<file path="src/pin_ctrl_defs.vh">
// Purpose: constants for the port and bus pin state controller
// Assumes: 8-bit register port, index addressing
// Notes: port mode bit 1 means input
// Functional notes
// - after reset every port pin is an input; clock output enable is set the cycle after
// - port 0 direction selectable per bit
// - edge select registers pick interrupt edges
// - converter mode register governs converter trigger
// - realtime control register governs its trigger
// - port 1 six bits, five open-drain capable
// - port 2 pins 1, 2 open-drain capable
// - expansion mode turns port 4 into bus
// - address in first state, data after
// - muxed pins update every bus state
// - muxed pins float when bus inactive
// - port 3 address bits change in T1, held
// - internal program counter makes bus inactive
// - held lines undefined until first external access
// - clock output low when inhibited
// - hold waits for cycle end, then acknowledges
// - byte enables and bit 0 follow access size
`ifndef PIN_CTRL_DEFS_VH
`define PIN_CTRL_DEFS_VH
`define REG_P0_OUT   5'h00
`define REG_P0_DIR   5'h01
`define REG_P1_OUT   5'h02
`define REG_P1_DIR   5'h03
`define REG_P1_OD    5'h04
`define REG_P2_OUT   5'h05
`define REG_P2_DIR   5'h06
`define REG_P2_OD    5'h07
`define REG_P3_OUT   5'h08
`define REG_P3_DIR   5'h09
`define REG_P4_OUT   5'h0a
`define REG_P4_DIR   5'h0b
`define REG_MEM_MODE 5'h0c
`define REG_EDGE_R   5'h0d
`define REG_EDGE_F   5'h0e
`define REG_CONV     5'h0f
`define REG_REALTIME_PORT_CONTROL_REG     5'h10
`define REG_CLK_CTRL 5'h11
`define REG_STATUS   5'h12
`define DIR_RESET    8'hff
`define P1_OD_MASK   6'h37
`define P2_OD_MASK   8'h06
`define TRG_EN_BIT   0
`define TRG_RISE_BIT 1
`define TRG_FALL_BIT 2
`define CONV_PIN     5
`define RTP_PIN      6
`define SIZE_BYTE    2'h0
`define SIZE_HALF    2'h1
`define SIZE_WORD    2'h2
`define ST_IDLE      3'h0
`define ST_T1        3'h1
`define ST_T2        3'h2
`define ST_TW        3'h3
`define ST_T3        3'h4
`define ST_HOLD      3'h5
`endif

</file>
<file path="src/edge_select.v">
// Purpose: per-bit edge detection with rising and falling selects
// Assumes: inputs synchronous to clock
// Notes: one-cycle pulse per selected edge
`timescale 1ns/1ns
`default_nettype none
module edge_select (
	input  wire       clk_in,
	input  wire       rst_in,
	input  wire [7:0] pin_in,
	input  wire [7:0] rise_sel_in,
	input  wire [7:0] fall_sel_in,
	output reg  [7:0] pulse_out
);
	reg [7:0] prev;
	always @(posedge clk_in) begin
		if (rst_in) begin
			prev <= 8'h00;
			pulse_out <= 8'h00;
		end else begin
			prev <= pin_in;
			pulse_out <= (pin_in & ~prev & rise_sel_in) |
				(~pin_in & prev & fall_sel_in);
		end
	end
endmodule
`default_nettype wire

</file>
<file path="src/bus_cycle_seq.v">
// Purpose: external bus cycle state sequence with hold
// Assumes: go_in false while bus may not run
// Notes: states T1, T2, TW, T3, hold
`timescale 1ns/1ns
`default_nettype none
`include "pin_ctrl_defs.vh"
module bus_cycle_seq (
	input  wire       clk_in,
	input  wire       rst_in,
	input  wire       go_in,
	input  wire       req_in,
	input  wire       wait_in,
	input  wire       hold_req_in,
	output reg  [2:0] state_out,
	output wire       accept_out
);
	reg [2:0] next_state;
	assign accept_out = (state_out == `ST_IDLE) && go_in &&
		req_in && !hold_req_in;
	always @* begin
		next_state = state_out;
		case (state_out)
		`ST_IDLE: begin
			if (hold_req_in)
				next_state = `ST_HOLD;
			else if (accept_out)
				next_state = `ST_T1;
		end
		`ST_T1: next_state = `ST_T2;
		`ST_T2: next_state = wait_in ? `ST_TW : `ST_T3;
		`ST_TW: next_state = wait_in ? `ST_TW : `ST_T3;
		`ST_T3: begin
			if (hold_req_in)
				next_state = `ST_HOLD;
			else
				next_state = `ST_IDLE;
		end
		`ST_HOLD: begin
			if (!hold_req_in)
				next_state = `ST_IDLE;
		end
		default: next_state = `ST_IDLE;
		endcase
	end
	always @(posedge clk_in) begin
		if (rst_in)
			state_out <= `ST_IDLE;
		else
			state_out <= next_state;
	end
endmodule
`default_nettype wire

</file>
<file path="src/pin_state_ctrl.v">
// Purpose: port pins, alternate functions and bus pin states
// Assumes: CPU side signals synchronous to CLOCK_IN
// Notes: every pin output and enable is registered
`timescale 1ns/1ns
`default_nettype none
`include "pin_ctrl_defs.vh"
module pin_state_ctrl (
	input  wire        CLOCK_IN,
	input  wire        RESET_IN,
	input  wire [4:0]  REG_ADDR_IN,
	input  wire [7:0]  REG_WDATA_IN,
	input  wire        REG_WRITE_IN,
	input  wire        REG_READ_IN,
	output reg  [7:0]  REG_RDATA_OUT,
	input  wire        HALT_IN,
	input  wire        IDLE_STOP_IN,
	input  wire        PC_INTERNAL_IN,
	input  wire        BUS_REQ_IN,
	input  wire [21:0] BUS_ADDR_IN,
	input  wire        BUS_WRITE_IN,
	input  wire [1:0]  BUS_SIZE_IN,
	input  wire [15:0] BUS_WDATA_IN,
	output reg         BUS_ACCEPT_OUT,
	output reg         BUS_DONE_OUT,
	output reg  [15:0] BUS_RDATA_OUT,
	input  wire        WAIT_IN,
	input  wire        HOLD_REQUEST_N_IN,
	output reg         HOLD_ACKNOWLEDGE_N_OUT,
	output reg         HOLD_ACKNOWLEDGE_OE_OUT,
	input  wire [7:0]  P0_IN,
	output reg  [7:0]  P0_OUT,
	output reg  [7:0]  P0_OE_OUT,
	input  wire [5:0]  P1_IN,
	output reg  [5:0]  P1_OUT,
	output reg  [5:0]  P1_OE_OUT,
	input  wire [7:0]  P2_IN,
	output reg  [7:0]  P2_OUT,
	output reg  [7:0]  P2_OE_OUT,
	input  wire [7:0]  P3_IN,
	output reg  [7:0]  P3_OUT,
	output reg  [7:0]  P3_OE_OUT,
	input  wire [7:0]  P4_IN,
	output reg  [7:0]  P4_OUT,
	output reg  [7:0]  P4_OE_OUT,
	input  wire [7:0]  MUXED_HI_IN,
	output reg  [7:0]  MUXED_HI_OUT,
	output reg         MUXED_HI_OE_OUT,
	output reg  [5:0]  UPPER_ADDRESS_LINES_OUT,
	output reg         HIGH_BYTE_ENABLE_N_OUT,
	output reg         LOW_BYTE_ENABLE_N_OUT,
	output reg         UPPER_OE_OUT,
	output reg         READ_WRITE_OUT,
	output reg         DATA_STROBE_N_OUT,
	output reg         LOW_BYTE_WRITE_STROBE_N_OUT,
	output reg         HIGH_BYTE_WRITE_STROBE_N_OUT,
	output reg         READ_STROBE_N_OUT,
	output reg         ADDRESS_LATCH_STROBE_N_OUT,
	output reg         CONTROL_OE_OUT,
	output reg         CLOCK_OUTPUT_PIN_OUT,
	output reg         CLOCK_OUTPUT_OE_OUT,
	output reg  [7:0]  IRQ_EDGE_OUT,
	output reg         CONVERTER_TRIGGER_OUT,
	output reg         REALTIME_PORT_TRIGGER_OUT
);
	// software registers
	reg [7:0] p0_out;
	reg [7:0] port0_direction_reg;
	reg [5:0] p1_out;
	reg [5:0] p1_dir;
	reg [5:0] p1_od;
	reg [7:0] p2_out;
	reg [7:0] p2_dir;
	reg [7:0] p2_od;
	reg [7:0] p3_out;
	reg [7:0] p3_dir;
	reg [7:0] p4_out;
	reg [7:0] port4_direction_reg;
	reg       memory_expansion_mode_reg;
	reg [7:0] rising_edge_select_reg;
	reg [7:0] falling_edge_select_reg;
	reg [2:0] converter_mode_reg;
	reg [2:0] realtime_port_control_reg;
	reg       clk_inhibit;
	// latched access
	reg [21:0] acc_addr;
	reg        acc_write;
	reg [1:0]  acc_size;
	reg [15:0] acc_wdata;
	reg        ext_accessed;
	reg        clk_div;
	// derived signals
	wire       ext = memory_expansion_mode_reg;
	wire       hold_req = ext && !HOLD_REQUEST_N_IN && !IDLE_STOP_IN;
	wire       bus_go = ext && !PC_INTERNAL_IN && !HALT_IN &&
		!IDLE_STOP_IN;
	wire [2:0] state;
	wire       accept;
	wire       in_hold = (state == `ST_HOLD);
	wire       in_t1 = (state == `ST_T1);
	wire       in_data = (state == `ST_T2) || (state == `ST_TW) ||
		(state == `ST_T3);
	wire       in_strobe = (state == `ST_T2) || (state == `ST_TW);
	wire [7:0] irq_pulse;
	wire [7:0] trg_pulse;
	wire       ube_n;
	wire       lbe_n;
	wire [15:0] ad_addr;
	wire [7:0] p1_oe_full;
	wire [7:0] p3_oe_full;

	// pin enable from direction (1 = input) and open-drain select
	function [7:0] port_oe;
		input [7:0] dir;
		input [7:0] out;
		input [7:0] od;
		begin
			port_oe = ~dir & ~(od & out);
		end
	endfunction

	bus_cycle_seq u_seq (
		.clk_in      (CLOCK_IN),
		.rst_in      (RESET_IN),
		.go_in       (bus_go),
		.req_in      (BUS_REQ_IN),
		.wait_in     (WAIT_IN),
		.hold_req_in (hold_req),
		.state_out   (state),
		.accept_out  (accept)
	);

	edge_select u_irq (
		.clk_in      (CLOCK_IN),
		.rst_in      (RESET_IN),
		.pin_in      (P0_IN),
		.rise_sel_in (rising_edge_select_reg),
		.fall_sel_in (falling_edge_select_reg),
		.pulse_out   (irq_pulse)
	);

	edge_select u_trg (
		.clk_in      (CLOCK_IN),
		.rst_in      (RESET_IN),
		.pin_in      (P0_IN),
		.rise_sel_in ({1'b0,
			realtime_port_control_reg[`TRG_RISE_BIT],
			converter_mode_reg[`TRG_RISE_BIT], 5'h00}),
		.fall_sel_in ({1'b0,
			realtime_port_control_reg[`TRG_FALL_BIT],
			converter_mode_reg[`TRG_FALL_BIT], 5'h00}),
		.pulse_out   (trg_pulse)
	);

	// byte enables, active low, and address bit 0
	assign ube_n = (acc_size == `SIZE_BYTE) && !acc_addr[0];
	assign lbe_n = (acc_size == `SIZE_BYTE) && acc_addr[0];
	assign ad_addr = {acc_addr[15:1],
		(acc_size == `SIZE_BYTE) & acc_addr[0]};
	assign p1_oe_full = port_oe({2'h3, p1_dir}, {2'h0, p1_out},
		{2'h0, p1_od});
	assign p3_oe_full = port_oe(p3_dir, p3_out, 8'h00);

	// register writes
	always @(posedge CLOCK_IN) begin
		if (RESET_IN) begin
			p0_out <= 8'h00;
			port0_direction_reg <= `DIR_RESET;
			p1_out <= 6'h00;
			p1_dir <= 6'h3f;
			p1_od <= 6'h00;
			p2_out <= 8'h00;
			p2_dir <= `DIR_RESET;
			p2_od <= 8'h00;
			p3_out <= 8'h00;
			p3_dir <= `DIR_RESET;
			p4_out <= 8'h00;
			port4_direction_reg <= `DIR_RESET;
			memory_expansion_mode_reg <= 1'b0;
			rising_edge_select_reg <= 8'h00;
			falling_edge_select_reg <= 8'h00;
			converter_mode_reg <= 3'h0;
			realtime_port_control_reg <= 3'h0;
			clk_inhibit <= 1'b0;
		end else if (REG_WRITE_IN) begin
			case (REG_ADDR_IN)
			`REG_P0_OUT: p0_out <= REG_WDATA_IN;
			`REG_P0_DIR: port0_direction_reg <= REG_WDATA_IN;
			`REG_P1_OUT: p1_out <= REG_WDATA_IN[5:0];
			`REG_P1_DIR: p1_dir <= REG_WDATA_IN[5:0];
			`REG_P1_OD: p1_od <= REG_WDATA_IN[5:0] &
				`P1_OD_MASK;
			`REG_P2_OUT: p2_out <= REG_WDATA_IN;
			`REG_P2_DIR: p2_dir <= REG_WDATA_IN;
			`REG_P2_OD: p2_od <= REG_WDATA_IN & `P2_OD_MASK;
			`REG_P3_OUT: p3_out <= REG_WDATA_IN;
			`REG_P3_DIR: p3_dir <= REG_WDATA_IN;
			`REG_P4_OUT: p4_out <= REG_WDATA_IN;
			`REG_P4_DIR: port4_direction_reg <= REG_WDATA_IN;
			`REG_MEM_MODE: memory_expansion_mode_reg <= REG_WDATA_IN[0];
			`REG_EDGE_R: rising_edge_select_reg <= REG_WDATA_IN;
			`REG_EDGE_F: falling_edge_select_reg <= REG_WDATA_IN;
			`REG_CONV: converter_mode_reg <= REG_WDATA_IN[2:0];
			`REG_REALTIME_PORT_CONTROL_REG: realtime_port_control_reg <= REG_WDATA_IN[2:0];
			`REG_CLK_CTRL: clk_inhibit <= REG_WDATA_IN[0];
			default: ;
			endcase
		end
	end

	// register reads: data registers return pin levels
	always @(posedge CLOCK_IN) begin
		if (RESET_IN) begin
			REG_RDATA_OUT <= 8'h00;
		end else if (REG_READ_IN) begin
			case (REG_ADDR_IN)
			`REG_P0_OUT: REG_RDATA_OUT <= P0_IN;
			`REG_P0_DIR: REG_RDATA_OUT <= port0_direction_reg;
			`REG_P1_OUT: REG_RDATA_OUT <= {2'h0, P1_IN};
			`REG_P1_DIR: REG_RDATA_OUT <= {2'h0, p1_dir};
			`REG_P1_OD: REG_RDATA_OUT <= {2'h0, p1_od};
			`REG_P2_OUT: REG_RDATA_OUT <= P2_IN;
			`REG_P2_DIR: REG_RDATA_OUT <= p2_dir;
			`REG_P2_OD: REG_RDATA_OUT <= p2_od;
			`REG_P3_OUT: REG_RDATA_OUT <= P3_IN;
			`REG_P3_DIR: REG_RDATA_OUT <= p3_dir;
			`REG_P4_OUT: REG_RDATA_OUT <= P4_IN;
			`REG_P4_DIR: REG_RDATA_OUT <= port4_direction_reg;
			`REG_MEM_MODE: REG_RDATA_OUT <= {7'h00, ext};
			`REG_EDGE_R: REG_RDATA_OUT <= rising_edge_select_reg;
			`REG_EDGE_F: REG_RDATA_OUT <= falling_edge_select_reg;
			`REG_CONV: REG_RDATA_OUT <= {5'h00, converter_mode_reg};
			`REG_REALTIME_PORT_CONTROL_REG: REG_RDATA_OUT <=
				{5'h00, realtime_port_control_reg};
			`REG_CLK_CTRL: REG_RDATA_OUT <= {7'h00, clk_inhibit};
			`REG_STATUS: REG_RDATA_OUT <= {2'h0, state, ext_accessed,
				in_hold, state != `ST_IDLE};
			default: REG_RDATA_OUT <= 8'h00;
			endcase
		end else begin
			REG_RDATA_OUT <= 8'h00;
		end
	end

	// access latch and CPU side answers
	always @(posedge CLOCK_IN) begin
		if (RESET_IN) begin
			acc_addr <= 22'h000000;
			acc_write <= 1'b0;
			acc_size <= `SIZE_WORD;
			acc_wdata <= 16'h0000;
			ext_accessed <= 1'b0;
			BUS_ACCEPT_OUT <= 1'b0;
			BUS_DONE_OUT <= 1'b0;
			BUS_RDATA_OUT <= 16'h0000;
		end else begin
			BUS_ACCEPT_OUT <= accept;
			BUS_DONE_OUT <= (state == `ST_T3);
			if (accept) begin
				acc_addr <= BUS_ADDR_IN;
				acc_write <= BUS_WRITE_IN;
				acc_size <= BUS_SIZE_IN;
				acc_wdata <= BUS_WDATA_IN;
			end
			if (!ext)
				ext_accessed <= 1'b0;
			else if (in_t1)
				ext_accessed <= 1'b1;
			if (state == `ST_T3 && !acc_write)
				BUS_RDATA_OUT <= {MUXED_HI_IN, P4_IN};
		end
	end

	// port pins and their bus alternates
	always @(posedge CLOCK_IN) begin
		if (RESET_IN) begin
			P0_OUT <= 8'h00;
			P0_OE_OUT <= 8'h00;
			P1_OUT <= 6'h00;
			P1_OE_OUT <= 6'h00;
			P2_OUT <= 8'h00;
			P2_OE_OUT <= 8'h00;
			P3_OUT <= 8'h00;
			P3_OE_OUT <= 8'h00;
			P4_OUT <= 8'h00;
			P4_OE_OUT <= 8'h00;
			MUXED_HI_OUT <= 8'h00;
			MUXED_HI_OE_OUT <= 1'b0;
		end else begin
			P0_OUT <= p0_out;
			P0_OE_OUT <= port_oe(port0_direction_reg, p0_out,
				8'h00);
			P1_OUT <= p1_out;
			P1_OE_OUT <= p1_oe_full[5:0];
			P2_OUT <= p2_out;
			P2_OE_OUT <= port_oe(p2_dir, p2_out, p2_od);
			if (ext) begin
				// mid address lines change only in T1
				if (in_t1)
					P3_OUT <= {acc_addr[15:13],
						p3_out[4:0]};
				else
					P3_OUT <= {P3_OUT[7:5], p3_out[4:0]};
				P3_OE_OUT <= {3'h7, p3_oe_full[4:0]};
				if (in_t1) begin
					P4_OUT <= ad_addr[7:0];
					MUXED_HI_OUT <= ad_addr[15:8];
				end else begin
					P4_OUT <= acc_wdata[7:0];
					MUXED_HI_OUT <= acc_wdata[15:8];
				end
				P4_OE_OUT <= {8{in_t1 ||
					(in_data && acc_write)}};
				MUXED_HI_OE_OUT <= in_t1 ||
					(in_data && acc_write);
			end else begin
				P3_OUT <= p3_out;
				P3_OE_OUT <= p3_oe_full;
				P4_OUT <= p4_out;
				P4_OE_OUT <= port_oe(port4_direction_reg, p4_out,
					8'h00);
				MUXED_HI_OUT <= 8'h00;
				MUXED_HI_OE_OUT <= 1'b0;
			end
		end
	end

	// upper address, byte enables, control strobes, hold
	always @(posedge CLOCK_IN) begin
		if (RESET_IN) begin
			UPPER_ADDRESS_LINES_OUT <= 6'h00;
			HIGH_BYTE_ENABLE_N_OUT <= 1'b1;
			LOW_BYTE_ENABLE_N_OUT <= 1'b1;
			UPPER_OE_OUT <= 1'b0;
			READ_WRITE_OUT <= 1'b1;
			DATA_STROBE_N_OUT <= 1'b1;
			LOW_BYTE_WRITE_STROBE_N_OUT <= 1'b1;
			HIGH_BYTE_WRITE_STROBE_N_OUT <= 1'b1;
			READ_STROBE_N_OUT <= 1'b1;
			ADDRESS_LATCH_STROBE_N_OUT <= 1'b1;
			CONTROL_OE_OUT <= 1'b0;
			HOLD_ACKNOWLEDGE_N_OUT <= 1'b1;
			HOLD_ACKNOWLEDGE_OE_OUT <= 1'b0;
		end else begin
			if (in_t1) begin
				UPPER_ADDRESS_LINES_OUT <= acc_addr[21:16];
				HIGH_BYTE_ENABLE_N_OUT <= ube_n;
				LOW_BYTE_ENABLE_N_OUT <= lbe_n;
			end
			UPPER_OE_OUT <= ext && !IDLE_STOP_IN &&
				!in_hold;
			READ_WRITE_OUT <= (in_t1 || in_data) ?
				!acc_write : 1'b1;
			DATA_STROBE_N_OUT <= !in_strobe;
			READ_STROBE_N_OUT <= !(in_strobe && !acc_write);
			LOW_BYTE_WRITE_STROBE_N_OUT <= !(in_strobe && acc_write &&
				!lbe_n);
			HIGH_BYTE_WRITE_STROBE_N_OUT <= !(in_strobe && acc_write &&
				!ube_n);
			ADDRESS_LATCH_STROBE_N_OUT <= !in_strobe;
			CONTROL_OE_OUT <= ext && !IDLE_STOP_IN &&
				!in_hold;
			HOLD_ACKNOWLEDGE_N_OUT <= !in_hold;
			HOLD_ACKNOWLEDGE_OE_OUT <= ext && !IDLE_STOP_IN;
		end
	end

	// clock output, edge pulses
	always @(posedge CLOCK_IN) begin
		if (RESET_IN) begin
			clk_div <= 1'b0;
			CLOCK_OUTPUT_PIN_OUT <= 1'b0;
			CLOCK_OUTPUT_OE_OUT <= 1'b0;
			IRQ_EDGE_OUT <= 8'h00;
			CONVERTER_TRIGGER_OUT <= 1'b0;
			REALTIME_PORT_TRIGGER_OUT <= 1'b0;
		end else begin
			clk_div <= !clk_div;
			CLOCK_OUTPUT_PIN_OUT <= clk_div && !clk_inhibit &&
				!IDLE_STOP_IN;
			CLOCK_OUTPUT_OE_OUT <= 1'b1;
			IRQ_EDGE_OUT <= irq_pulse;
			CONVERTER_TRIGGER_OUT <= trg_pulse[`CONV_PIN] &&
				converter_mode_reg[`TRG_EN_BIT];
			REALTIME_PORT_TRIGGER_OUT <= trg_pulse[`RTP_PIN] &&
				realtime_port_control_reg[`TRG_EN_BIT];
		end
	end
endmodule
`default_nettype wire

</file>
<file path="config.mk">
export PLATFORM = sky130hd
export DESIGN_NAME = pin_state_ctrl
export DESIGN_NICKNAME = d
export VERILOG_FILES = /design/src/edge_select.v /design/src/bus_cycle_seq.v /design/src/pin_state_ctrl.v
export VERILOG_INCLUDE_DIRS = /design/src
export SDC_FILE = /design/constraint.sdc
export NUM_CORES = 1
export LEC_CHECK = 0
export ABC_AREA = 0
export BUFFER_PORTS_ARGS = -buffer_cell sky130_fd_sc_hd__buf_4
export CAP_MARGIN = 20
export CORE_MARGIN = 4
export CORE_UTILIZATION = 42
export DETAILED_ROUTE_END_ITERATION = 8
export SETUP_SLACK_MARGIN = 0.1
export SKIP_CTS_REPAIR_TIMING = 1
export SLEW_MARGIN = 40
export SYNTH_ARGS = -nofsm -noshare
export SYNTH_HDL_FRONTEND = slang
export SYNTH_SLANG_ARGS = --single-unit
export TNS_END_PERCENT = 1
</file>
<file path="constraint.sdc">
create_clock -name CLOCK_IN -period 2 [get_ports CLOCK_IN]
set_clock_uncertainty 0.05 [all_clocks]
set_input_delay 0.4 -clock CLOCK_IN [delete_from_list [all_inputs] [get_ports CLOCK_IN]]
set_output_delay 0.4 -clock CLOCK_IN [all_outputs]
set_load 0.01 [all_outputs]
</file>
Word level (Yosys, flattened, before mapping)
Index checks and enable logic that the tools add are counted.
{"block": "op_classes", "mux": 15, "n_eq_ne": 26, "n_reduce_logical": 69, "bitwise_logic": 25}
{"op": "$pmux W8 S19", "n": 1}
{"op": "$mux W8", "n": 7}
{"op": "$not A8 Y8", "n": 7}
{"op": "$and A8 B8 Y8", "n": 5}
{"op": "$eq A5 B4 Y1 const B", "n": 8}
{"op": "$reduce_and A2 Y1", "n": 19}
{"op": "$logic_and A1 B1 Y1", "n": 22}
{"op": "$eq A5 B3 Y1 const B", "n": 4}
{"op": "$logic_not A1 Y1", "n": 16}
{"op": "$eq A5 B5 Y1 const B", "n": 3}
{"op": "$mux W3", "n": 5}
{"op": "$pmux W3 S5", "n": 1}
{"op": "$and A7 B7 Y7", "n": 2}
{"op": "$and A6 B6 Y6", "n": 2}
{"op": "$not A6 Y6", "n": 2}
{"op": "$eq A5 B2 Y1 const B", "n": 2}
{"op": "$and A3 B8 Y8", "n": 1}
{"op": "$or A8 B8 Y8", "n": 1}
{"op": "$reduce_or A2 Y1", "n": 4}
{"op": "$or A7 B7 Y7", "n": 1}
{"op": "$eq A3 B2 Y1 const B", "n": 2}
{"op": "$eq A3 B3 Y1 const B", "n": 2}
{"op": "$eq A5 B1 Y1 const B", "n": 1}
{"op": "$logic_not A5 Y1", "n": 1}
{"op": "11 further kinds", "n": 16}
{"block": "totals", "inputBits": 110, "elab_cells": 196, "regBits": 315}

Depth between registers and ports, before layout
Gate-level depths: netlist of run 1.
{"block": "logic_depth", "depth_word": 10, "mapped_depth": 8, "mapped_depth_nobuf": 5}

Hierarchy
A second synthesis of run 1 with hierarchy kept.
{"block": "hier_totals", "hier_cells": 1273, "hier_area_um2": 11828.8}
{"module": "pin_state_ctrl", "cells_each": 1157, "area_each_um2": 10561.4, "instances": 1}
{"module": "edge_select", "cells_each": 49, "area_each_um2": 556.8, "instances": 2}
{"module": "bus_cycle_seq", "cells_each": 18, "area_each_um2": 153.9, "instances": 1}

Worst setup path before layout of run 1
OpenSTA, ideal clock, no wires.
{"block": "synth_path", "path_kind": "input to register", "startpoint": "input REG_ADDR_IN[0]", "endpoint": "register REG_RDATA_OUT[5]", "path_stages": 7, "t_arrival_ps": 1578, "setup_ps": 129, "n_path_buf": 2, "slack_ps": 243, "path_cell_list": "buf_2 buf_2 mux2_2 a22oi_1 nor2_1 a311oi_1 a31oi_1"}
{"block": "synth_via", "elab_chain_cells": 2}
{"element": "start: declaration", "line": "pin_state_ctrl.v:10", "text": "input wire [4:0] REG_ADDR_IN,"}
{"element": "$eq A5 B5 Y1, or another cell as far along", "line": "pin_state_ctrl.v:215", "text": "case (REG_ADDR_IN)"}
{"element": "$pmux W8 S19 *", "line": "pin_state_ctrl.v:215"}
{"element": "end signal: assignment", "line": "pin_state_ctrl.v:217", "text": "`REG_P0_DIR: REG_RDATA_OUT <= port0_direction_reg;"}
{"element": "end signal: assignment", "line": "pin_state_ctrl.v:218", "text": "`REG_P1_OUT: REG_RDATA_OUT <= {2'h0, P1_IN};"}
{"element": "end signal: assignment", "line": "pin_state_ctrl.v:219", "text": "`REG_P1_DIR: REG_RDATA_OUT <= {2'h0, p1_dir};"}
{"element": "end: declaration", "line": "pin_state_ctrl.v:14", "text": "output reg [7:0] REG_RDATA_OUT,"}
Mark *: on every way between the ends. The rest lies on a longest branch, timed or not.
A chain may end at the register's enable or synchronous reset.

Worst setup path in the final report of run 1
{"block": "layout_path", "startpoint": "register u_seq.state_out[0]", "endpoint": "register P3_OUT[5]"}
{"block": "layout_via", "elab_chain_cells": 2}
{"element": "start: declaration", "line": "bus_cycle_seq.v:14", "text": "output reg [2:0] state_out,"}
{"element": "start signal: assignment", "line": "bus_cycle_seq.v:47", "text": "state_out <= `ST_IDLE;"}
{"element": "start signal: assignment", "line": "bus_cycle_seq.v:49", "text": "state_out <= next_state;"}
{"element": "$eq A3 B1 Y1"}
{"element": "$ne A2 B1 Y1 (no source line)"}
{"element": "end signal: assignment", "line": "pin_state_ctrl.v:299", "text": "P3_OUT <= {acc_addr[15:13],"}
{"element": "end signal: assignment", "line": "pin_state_ctrl.v:302", "text": "P3_OUT <= {P3_OUT[7:5], p3_out[4:0]};"}
{"element": "end signal: assignment", "line": "pin_state_ctrl.v:316", "text": "P3_OUT <= p3_out;"}
{"element": "end: declaration", "line": "pin_state_ctrl.v:40", "text": "output reg [7:0] P3_OUT,"}
Every way passes these cells.

==> reports/metrics.cfg, run 1 <==
[status]
status = finished, final reports clean

[setup_path]
crit_type = reg -> reg
critical_path.max_fanout = 16
endpoint_kind = flop
path_cells = nand2b_1 > nor2_1 > buf_4 > nand2_1 > a311oi_1
worstPathRequired_ns = 2.36
crit_start = u_seq.state_out[0]
crit_buf_inv = 1
start_kind = flop
path_delay_family = flip-flops
cp_data_arrival_time_ns = 2.04
reg2reg_from = u_seq.state_out[0]
slowest_stage = dfxtp_1
max_stage_delay_ns = 0.53

[finish]
top_regs = acc_addr x22, BUS_RDATA_OUT x16, acc_wdata x16
diodes = 0
final_cells = 1930
largest_reg_flops = 22
area_delta_synth_final_pct = 32.31
fin_area_um2 = 15080
regMostFlops = acc_addr
fin_util_pct = 56.28
nets = 1677
final_layout_size_suffix_gt1_share_pct = 25.61

[power_and_ir_drop]
switching_power_uw = 3315
clockPowerShare_pct = 45.3
p_comb_share_pct = 9.1
peakVddDrop_mv = 0.7226
internal_power_uw = 10650
p_seq_share_pct = 45.6
swShare_pct = 23.74
p_leak_uw = 0.006031
power_density_nw_per_um2 = 926.0

[logic_synthesis]
seq_area_frac_synth_pct = 54.43
synthTopCellsByCount = dfxtp_1 (310), nand2_1 (297), a21oi_1 (130)
ys_warn_count = 0
synth.area.top_cells = dfxtp_1 (54%), nand2_1 (9.8%), a21oi_1 (5.7%)
avgSynthCellArea_um2 = 8.797
ys_types = 59
yosys_most_used_dff = dfxtp_1
synth_top_area_share_pct = 54.43
syn_inst = 1296
yosysTopAreaCell = dfxtp_1
async_flop_share_pct = 0
yosysMostFrequentCell = dfxtp_1
syn_area_um2 = 11400
synth_nets = 1406
synth.ff_latch_count = 310
synth_edf_count = 0

[floorplanning]
dieWidth_um = 172.8
die_h_um = 172.8
io_pins = 251
rows = 60
core_um2 = 26800
start_util_pct = 42.54
die-area_um2 = 29840

[route]
dr_total_vias = 10113
avgRoutedWirePerCell_um = 20.03
drt_iter0_drc = 697
vias_per_cell = 5.240
dr.pass1.iters = 5
drc = 0
routed_wl_um = 38660
ant_nets = 0

[global_route]
grt_pass1_wl_um = 58880
gr-total-overflow = 0
grt_usage_pct = 24.87
grt_max_degree = 112
grt_pass1_vias = 9878
antenna_found_initial = 0

[sta]
period_minus_slack_ns = 1.675
fin_setup_tns_ns = 0
worst_slew_pin_slew_ns = 0.7442
setup_viol = 0
rsz0062_at_grt = no
fmax_mhz = 597.0
maxSlewViolCount = 0
hold_viol_final = 0
max_slew_margin_pct = 50.39
timing.final.crit_share_pct = 83.75

[min_path]
hold_path.class = in -> reg
hold_start = BUS_SIZE_IN[1]

[place]
dp.cells = 1872
dp_hpwl_um = 27950
io_buffers = 250
placed_cell_area_um2 = 13950
place.gp.congestion = 0.9168

[cts]
cts_tree = built
htreeDepth = 2
root_buffer = clkbuf_16
numClockSinks = 310
clk_pin_slew_ns = 0.06
clock_path_buffers = 3
insertion_delay_ns = 0.51
cts_buffers = 34

[run]
cap_violations = 0

per-stage QoR:
step | setup slack (ns) | hold slack, ns | total power [µW]
after floorplan | 0.2429 | 0.3342 | 7111
after global placement | -0.1555 | 0.3414 | 7772
after detailed placement | -0.1053 | 0.3471 | 7770
after CTS | 0.2781 | 0.04249 | 14080
after global routing | 0.1416 | 0.05105 | 14450
final | 0.3250 | 0.05525 | 13970
power by group through the flow:
stage          sequential [µW]  clock (µW)  combinational [µW]
2_1_floorplan             6500           0                 606
3_3_place_gp              6510           0                1260
3_5_place_dp              6510           0                1260
4_1_cts                   6370        6440                1270
5_1_grt                   6390        6710                1360
6_report                  6370        6330                1270
worst paths after layout:
| path | to | slack [ns] | depth (start not counted) |
|---|---|---|---|
| max | P3_OUT[5] | 0.32 | 5 |
| min | acc_size[1] | 0.06 | 3 |
| max reg2reg | P3_OUT[5] | 0.32 | 5 |
| min reg2reg | clk_div | 0.36 | 1 |
layout make-up:
class	instances	area, µm²
Multi-Input combinational cell	886	4748
Timing Repair Buffer	328	2541
Clock inverter	7	97.59
Clock buffer	51	1039
Sequential cell	310	6206
Tap cell	341	426.7
Fill cell	2466	11720
Inverter	7	26.28
cell usage in the layout (no fill, tap or decap), types with 3 or more instances in the layout:
cell,n
a211oi_1,11
a21oi_1,130
a221oi_1,4
a22oi_1,11
a311oi_1,11
a31oi_1,8
a32o_1,3
a32oi_1,5
and2_1,3
and3_1,3
buf_12,6
buf_4,321
clkbuf_1,8
clkbuf_16,37
clkbuf_8,6
dfxtp_1,310
inv_1,7
mux2_2,6
mux2i_1,52
nand2_1,297
nand2b_1,6
nand3_1,57
nand3b_1,18
nand4_1,6
nor2_1,98
nor2_2,3
nor2_4,5
nor2b_1,51
nor3_1,5
nor3b_1,3
o21ai_0,47
o31ai_1,3
or2_2,3
routing by layer:
| layer | wire [µm] | global-route usage [%] |
|---|---|---|
| met4 | 903 | 6.585 |
| met1 | 16990 | 33.74 |
| met3 | 2703 | 5.509 |
| met5 | 0 | 0 |
| met2 | 18060 | 40.48 |
tightest hold or removal path: cells and delay by family:
family / cells / cell delay [ns]
buffers and inverters: 1 / 0.08
AND/OR/NAND/NOR: 2 / 0.10
cells by family (layout without fill, tap and decap cells):
logic type      Yosys count  in the layout  synth area share (%)
compound gates          249            249                 12.88
buf+inv                 100            393                 3.918
flops                   310            310                 54.43
mux                      58             58                 5.158
simple gates            579            579                 23.61
(Power assumes the default switching activity.)
==> inputs of run 2 (changes only) <==
==> constraint.sdc (replaced) <==
create_clock -name CLOCK_IN -period 1.6 [get_ports CLOCK_IN]
set_clock_uncertainty 0.05 [all_clocks]
set_input_delay 0.32 -clock CLOCK_IN [delete_from_list [all_inputs] [get_ports CLOCK_IN]]
set_output_delay 0.32 -clock CLOCK_IN [all_outputs]
set_load 0.01 [all_outputs]
==> run 2 against run 1 <==
- critical endpoint is now acc_wdata[12]
- register-to-register slack lost 0.24 ns
- the flow now finishes with violations (hold timing)
- clock-buffer cell count shrank 11
- cell count grew 6.4%
- via count grew 4.5%
- routed wire length grew 1.3%
- sequential power grew 25%
==> reports/metrics.cfg, run 2 (same netlist as run 1, synthesis figures left out) <==
[route]
routed_wl_um = 39150  ; +1.3%
drt_iter0_drc = 884  ; +27%
vias_per_cell = 5.149  ; -1.7%
ant_nets = 0  ; unchanged
dr_total_vias = 10571  ; +4.5%
dr.pass1.iters = 6  ; +1
drc = 0  ; unchanged
avgRoutedWirePerCell_um = 19.07  ; -4.8%

[sta]
worst_slew_pin_slew_ns = 0.5495  ; -0.1947 ns
setup_viol = 0  ; unchanged
maxSlewViolCount = 0  ; unchanged
setup_ws_ns = 0.08581  ; -0.2392 ns
fmax_mhz = 660.4  ; +11%
hold_viol_final = 2  ; +2
period_minus_slack_ns = 1.514  ; -0.1608 ns
fin_hold_ws_ns = -0.03422  ; -0.08948 ns
timing.final.crit_share_pct = 94.64  ; +11 points
max_slew_margin_pct = 63.37  ; +13 points
rsz0062_at_grt = yes

[global_route]
met1_usage_pct = 32.16  ; -1.6 points
grt_usage_pct = 24.21  ; -0.65 points
gr-total-overflow = 0  ; unchanged
global_route.usage.met3_pct = 5.466  ; -0.044 points
grt_pass1_vias = 9926  ; +0.49%
top_usage_layer = met2
grt_max_degree = 115  ; +2.7%
antenna_found_initial = 0  ; unchanged
use_met2_pct = 39.99  ; -0.49 points
grt_pass1_wl_um = 57820  ; -1.8%

[floorplanning]
die_h_um = 172.8  ; unchanged
start_util_pct = 42.54  ; unchanged
io_pins = 251  ; unchanged
dieWidth_um = 172.8  ; unchanged
rows = 60  ; unchanged
core_um2 = 26800  ; unchanged
die-area_um2 = 29840  ; unchanged

[min_path]
hold_start = P0_IN[4]
hold_path.class = in -> reg
worstHoldPathCells = 2  ; -1

[finish]
final_cell_mix = buf_4 (370), dfxtp_1 (307), nand2_1 (290), a21oi_1 (113), nor2_1 (92)
mostFrequentLayoutCell = buf_4
final_layout_size_suffix_gt1_share_pct = 29.96  ; +4.4 points
top_regs = acc_addr x22, BUS_RDATA_OUT x16, acc_wdata x16
area_delta_synth_final_pct = 44.26
fin_util_pct = 61.37  ; +5.1 points
fillers = 2294  ; -7.0%
fin_area_um2 = 16450  ; +9.0%
largest_reg_flops = 22  ; unchanged
regMostFlops = acc_addr
diodes = 0  ; unchanged
nets = 1797  ; +7.2%

[setup_path]
crit_type = reg -> reg
rr_endpoint = acc_wdata[12]
endpoint_kind = flop
endpoint = acc_wdata[12]
cp_data_arrival_time_ns = 1.95  ; -0.09 ns
worst-r2r-setup-slack_ns = 0.09  ; -0.24 ns
rr_worst_depth = 6  ; +1
critical_path.max_fanout = 12  ; -4
reg2reg_from = ext
crit_start = ext
worstPathRequired_ns = 2.03  ; -0.33 ns
start_kind = flop

[power_and_ir_drop]
internal_power_uw = 13640  ; +28%
p_comb_share_pct = 11.2  ; +2.1 points
peakVddDrop_mv = 0.8604  ; +19%
p_leak_uw = 0.006693  ; +11%
total_power_uw = 17800  ; +27%
power_density_nw_per_um2 = 1082  ; +17%
switching_power_uw = 4163  ; +26%
p_seq_share_pct = 44.6  ; -1.0 points
clockPowerShare_pct = 44.1  ; -1.2 points
swShare_pct = 23.39  ; -0.35 points

[place]
io_buffers = 250  ; unchanged
place.gp.congestion = 0.9551  ; +4.2%
dp_slack_ns = -0.2449  ; -0.1396 ns
dp_hpwl_um = 28140  ; +0.68%
placed_cell_area_um2 = 14490  ; +3.9%

[cts]
clk_pin_slew_ns = 0.06  ; about the same
root_buffer = clkbuf_16
numClockSinks = 310  ; unchanged
cts_buffers = 31  ; -8.8%
clock_path_buffers = 3  ; unchanged
insertion_delay_ns = 0.55  ; +0.04 ns
htreeDepth = 1  ; -1
cts_tree = built

[run]
cap_violations = 0  ; unchanged

[status]
violations = hold timing
status = finished, violations left

[run 2: layout make-up]
class | instances | area (µm²) | area share [%]
well taps | 341 | 426.7 | 2.594
flip-flops and latches | 310 | 6215 | 37.79
clock inverters | 18 | 255.2 | 1.552
repair buffers | 451 | 3745 | 22.77
inverters | 7 | 26.28 | 0.1598
clock buffers | 40 | 879.6 | 5.348
multi-input cells | 886 | 4900 | 29.79
[run 2: how the worst min path moves through the flow]
stage                       endpoint
floorplan                    clk_div
global placement             clk_div
CTS                      acc_size[1]
detailed placement           clk_div
finish                 u_trg.prev[4]
global route        BUS_RDATA_OUT[7]
[run 2: power groups by stage]
stage	clock [µW]	sequential, µW	combinational, µW
floorplan	0	8130	775
global placement	0	8110	1750
detailed placement	0	8110	1760
CTS	8010	7940	1760
global route	8350	7960	2140
finish	7850	7940	2000
[run 2: layer usage]
metal  vias up  wire [µm]
li1       5175          -
met1      4926      16780
met2       403      18530
met3        67       2810
met4         0       1020
met5         -          0
[run 2: worst max-delay path, stage by stage, from the launching register on]
cell and delay (ns):
dfxtp_4 0.37, nand2b_4 0.07, nor4b_4 0.32, and2_4 0.25
clkbuf_16 0.18, nand2_1 0.06, a21oi_1 0.13
[run 2: per-stage QoR]
stage / setup TNS [ns] / std cells
final: 0 / 2053
after CTS: -0.03207 / 1988
after floorplan: 0 / 1296
after detailed placement: -21.90 / 1930
after global routing: 0 / 2053
after global placement: -20.71 / 1930
==> inputs of run 3 (changes only) <==
--- a/config.mk
+++ b/config.mk
@@ -11,6 +11,7 @@
 export CAP_MARGIN = 20
 export CORE_MARGIN = 4
 export CORE_UTILIZATION = 42
+export CTS_BUF_LIST = sky130_fd_sc_hd__clkbuf_4
 export DETAILED_ROUTE_END_ITERATION = 8
 export SETUP_SLACK_MARGIN = 0.1
 export SKIP_CTS_REPAIR_TIMING = 1
==> run 3 against run 2 <==
- the flow now finishes without violations
- non-clock buffer count increased by 21
- cell area increased by 5.0%
- cell count increased by 4.7%
- maximum frequency decreased by 2.6%
- clock-buffer cell count increased by 71
- routed wire length increased by 5.4%
- utilization increased by 3.1 points
- critical endpoint is now acc_wdata[13]
- largest power group unchanged
==> reports/metrics.cfg, run 3 (same netlist as run 1, synthesis figures left out) <==
[status]
status = finished, final reports clean

[place]
dp_hpwl_um = 28140  ; unchanged
place.gp.congestion = 0.9551  ; unchanged
placed_cell_area_um2 = 14490  ; unchanged
io_buffers = 250  ; unchanged

[setup_path]
crit_type = reg -> reg
critical_path.max_fanout = 12  ; unchanged
cp_data_arrival_time_ns = 2.12  ; +0.17 ns
path_delay_family = simple AND/OR/NAND/NOR gates
endpoint_kind = flop
path_cells = nand2b_4 > nor4b_4 > and2_4 > buf_12 > nand2_1 > a21oi_2
start_kind = flop
worstPathRequired_ns = 2.17  ; +0.14 ns
crit_buf_inv = 1  ; unchanged
slowest_stage = dfxtp_4
max_stage_delay_ns = 0.36  ; about the same

[cts]
clock_path_buffers = 3  ; unchanged
clk_pin_slew_ns = 0.06  ; about the same
insertion_delay_ns = 0.69  ; +0.14 ns
cts_buffers = 80  ; +160%
root_buffer = clkbuf_4
cts_tree = built
htreeDepth = 3  ; +2
numClockSinks = 310  ; unchanged

[sta]
maxSlewViolCount = 0  ; unchanged
timing.final.crit_share_pct = 97.13  ; +2.5 points
rsz0062_at_grt = yes
setup_viol = 0  ; unchanged
fin_setup_tns_ns = 0  ; unchanged
period_minus_slack_ns = 1.554  ; +0.03988 ns
max_slew_margin_pct = 63.43  ; about the same
fmax_mhz = 643.5  ; -2.6%
hold_viol_final = 0  ; -2
worst_slew_pin_slew_ns = 0.5486  ; -0.0008714 ns

[power_and_ir_drop]
p_comb_share_pct = 12.8  ; +1.6 points
peakVddDrop_mv = 0.6078  ; -29%
p_seq_share_pct = 47.7  ; +3.1 points
swShare_pct = 25.84  ; +2.5 points
internal_power_uw = 12400  ; -9.1%
switching_power_uw = 4321  ; +3.8%
p_leak_uw = 0.007012  ; +4.8%
power_density_nw_per_um2 = 968.0  ; -11%
clockPowerShare_pct = 39.5  ; -4.6 points
total_power_uw = 16720  ; -6.1%

[global_route]
gr-total-overflow = 0  ; unchanged
grt_pass1_vias = 10390  ; +4.7%
antenna_found_initial = 1  ; +1
grt_pass1_wl_um = 58750  ; +1.6%
grt_max_degree = 115  ; unchanged
grt_usage_pct = 24.74  ; +0.52 points

[floorplanning]
start_util_pct = 42.54  ; unchanged
die_h_um = 172.8  ; unchanged
io_pins = 251  ; unchanged
rows = 60  ; unchanged
dieWidth_um = 172.8  ; unchanged
die-area_um2 = 29840  ; unchanged
core_um2 = 26800  ; unchanged

[route]
dr.pass1.iters = 5  ; -1
avgRoutedWirePerCell_um = 19.20  ; +0.67%
vias_per_cell = 5.161  ; +0.24%
dr_total_vias = 11092  ; +4.9%
ant_nets = 0  ; unchanged
drc = 0  ; unchanged
drt_iter0_drc = 765  ; -13%
routed_wl_um = 41250  ; +5.4%

[run]
cap_violations = 0  ; unchanged

[finish]
area_delta_synth_final_pct = 51.50
top_regs = acc_addr x22, BUS_RDATA_OUT x16, acc_wdata x16
final_cell_mix = nand2_1 (284), buf_4 (234), dfxtp_1 (172), buf_6 (141), dfxtp_2 (136)
fin_area_um2 = 17270  ; +5.0%
final_layout_size_suffix_gt1_share_pct = 40.40  ; +10 points
mostFrequentLayoutCell = nand2_1
fillers = 2162  ; -5.8%
largest_reg_flops = 22  ; unchanged
regMostFlops = acc_addr
nets = 1867  ; +3.9%

[min_path]
hold_path.class = in -> reg

==> run 3: cell count changes in the layout (fill, tap and decap cells not counted), sizes merged <==
cell	previous run	this run
clkinv	11	17
clkbuf	41	112
diode	0	1
dlygate4sd3	61	82
inv	8	9
bufinv	6	2
==> run 3: area by class of cell <==
| cell class | count | area [µm²] | area share [%] |
|---|---|---|---|
| Antenna cell | 1 | 2.502 | 0.01449 |
| Clock inverter | 21 | 141.4 | 0.8185 |
| Inverter | 7 | 26.28 | 0.1521 |
| Clock buffer | 111 | 833.3 | 4.824 |
| Tap cell | 341 | 426.7 | 2.470 |
| Multi-Input combinational cell | 886 | 4994 | 28.91 |
| Sequential cell | 310 | 6384 | 36.96 |
| Timing Repair Buffer | 472 | 4466 | 25.85 |
==> run 3: path summary, 6_finish.rpt <==
check / start / to / slack, ns / cells after the start
max: ext / acc_wdata[13] / 0.05 / 6
min: P3_IN[4] / REG_RDATA_OUT[4] / 0.05 / 5
max reg2reg: ext / acc_wdata[13] / 0.05 / 6
min reg2reg: clk_div / clk_div / 0.37 / 1
==> run 3: power groups by stage <==
| stage | combinational [µW] | clock [µW] | sequential [µW] |
|---|---|---|---|
| after CTS | 1760 | 6790 | 7940 |
| after global placement | 1750 | 0 | 8110 |
| after global routing | 2270 | 7210 | 7980 |
| after floorplan | 775 | 0 | 8130 |
| final | 2130 | 6610 | 7980 |
| after detailed placement | 1760 | 0 | 8110 |
==> run 3: routing by layer <==
layer  global-route usage [%]  vias to the layer above  routed length, µm
li1                         -                     5360                  -
met2                    40.50                      436              20370
met4                    8.547                        0                784
met1                    31.83                     5241              17430
met3                    6.624                       55               2665
met5                        0                        -                  0
==> run 3: per-stage QoR <==
| step | hold slack (ns) | setup slack (ns) | util (%) | std cells |
|---|---|---|---|---|
| after floorplan | 0.3342 | 0.06196 | - | 1296 |
| after detailed placement | 0.3468 | -0.2449 | 54.08 | 1930 |
| final | 0.04706 | 0.04594 | 64.45 | 2149 |
| after global routing | 0.01189 | -0.04715 | 64.45 | 2149 |
| after CTS | -0.2472 | -0.01535 | 57.72 | 2062 |
| after global placement | 0.3429 | -0.2497 | 54.08 | 1930 |
==> run 3: worst register-to-register path: cells and delay by family (launching register included) <==
kind / cells / cell delay [ns]
DFF: 1 / 0.36
buffers and inverters: 1 / 0.16
AOI/OAI and AO/OA: 1 / 0.15
and+or+nand+nor: 4 / 0.77
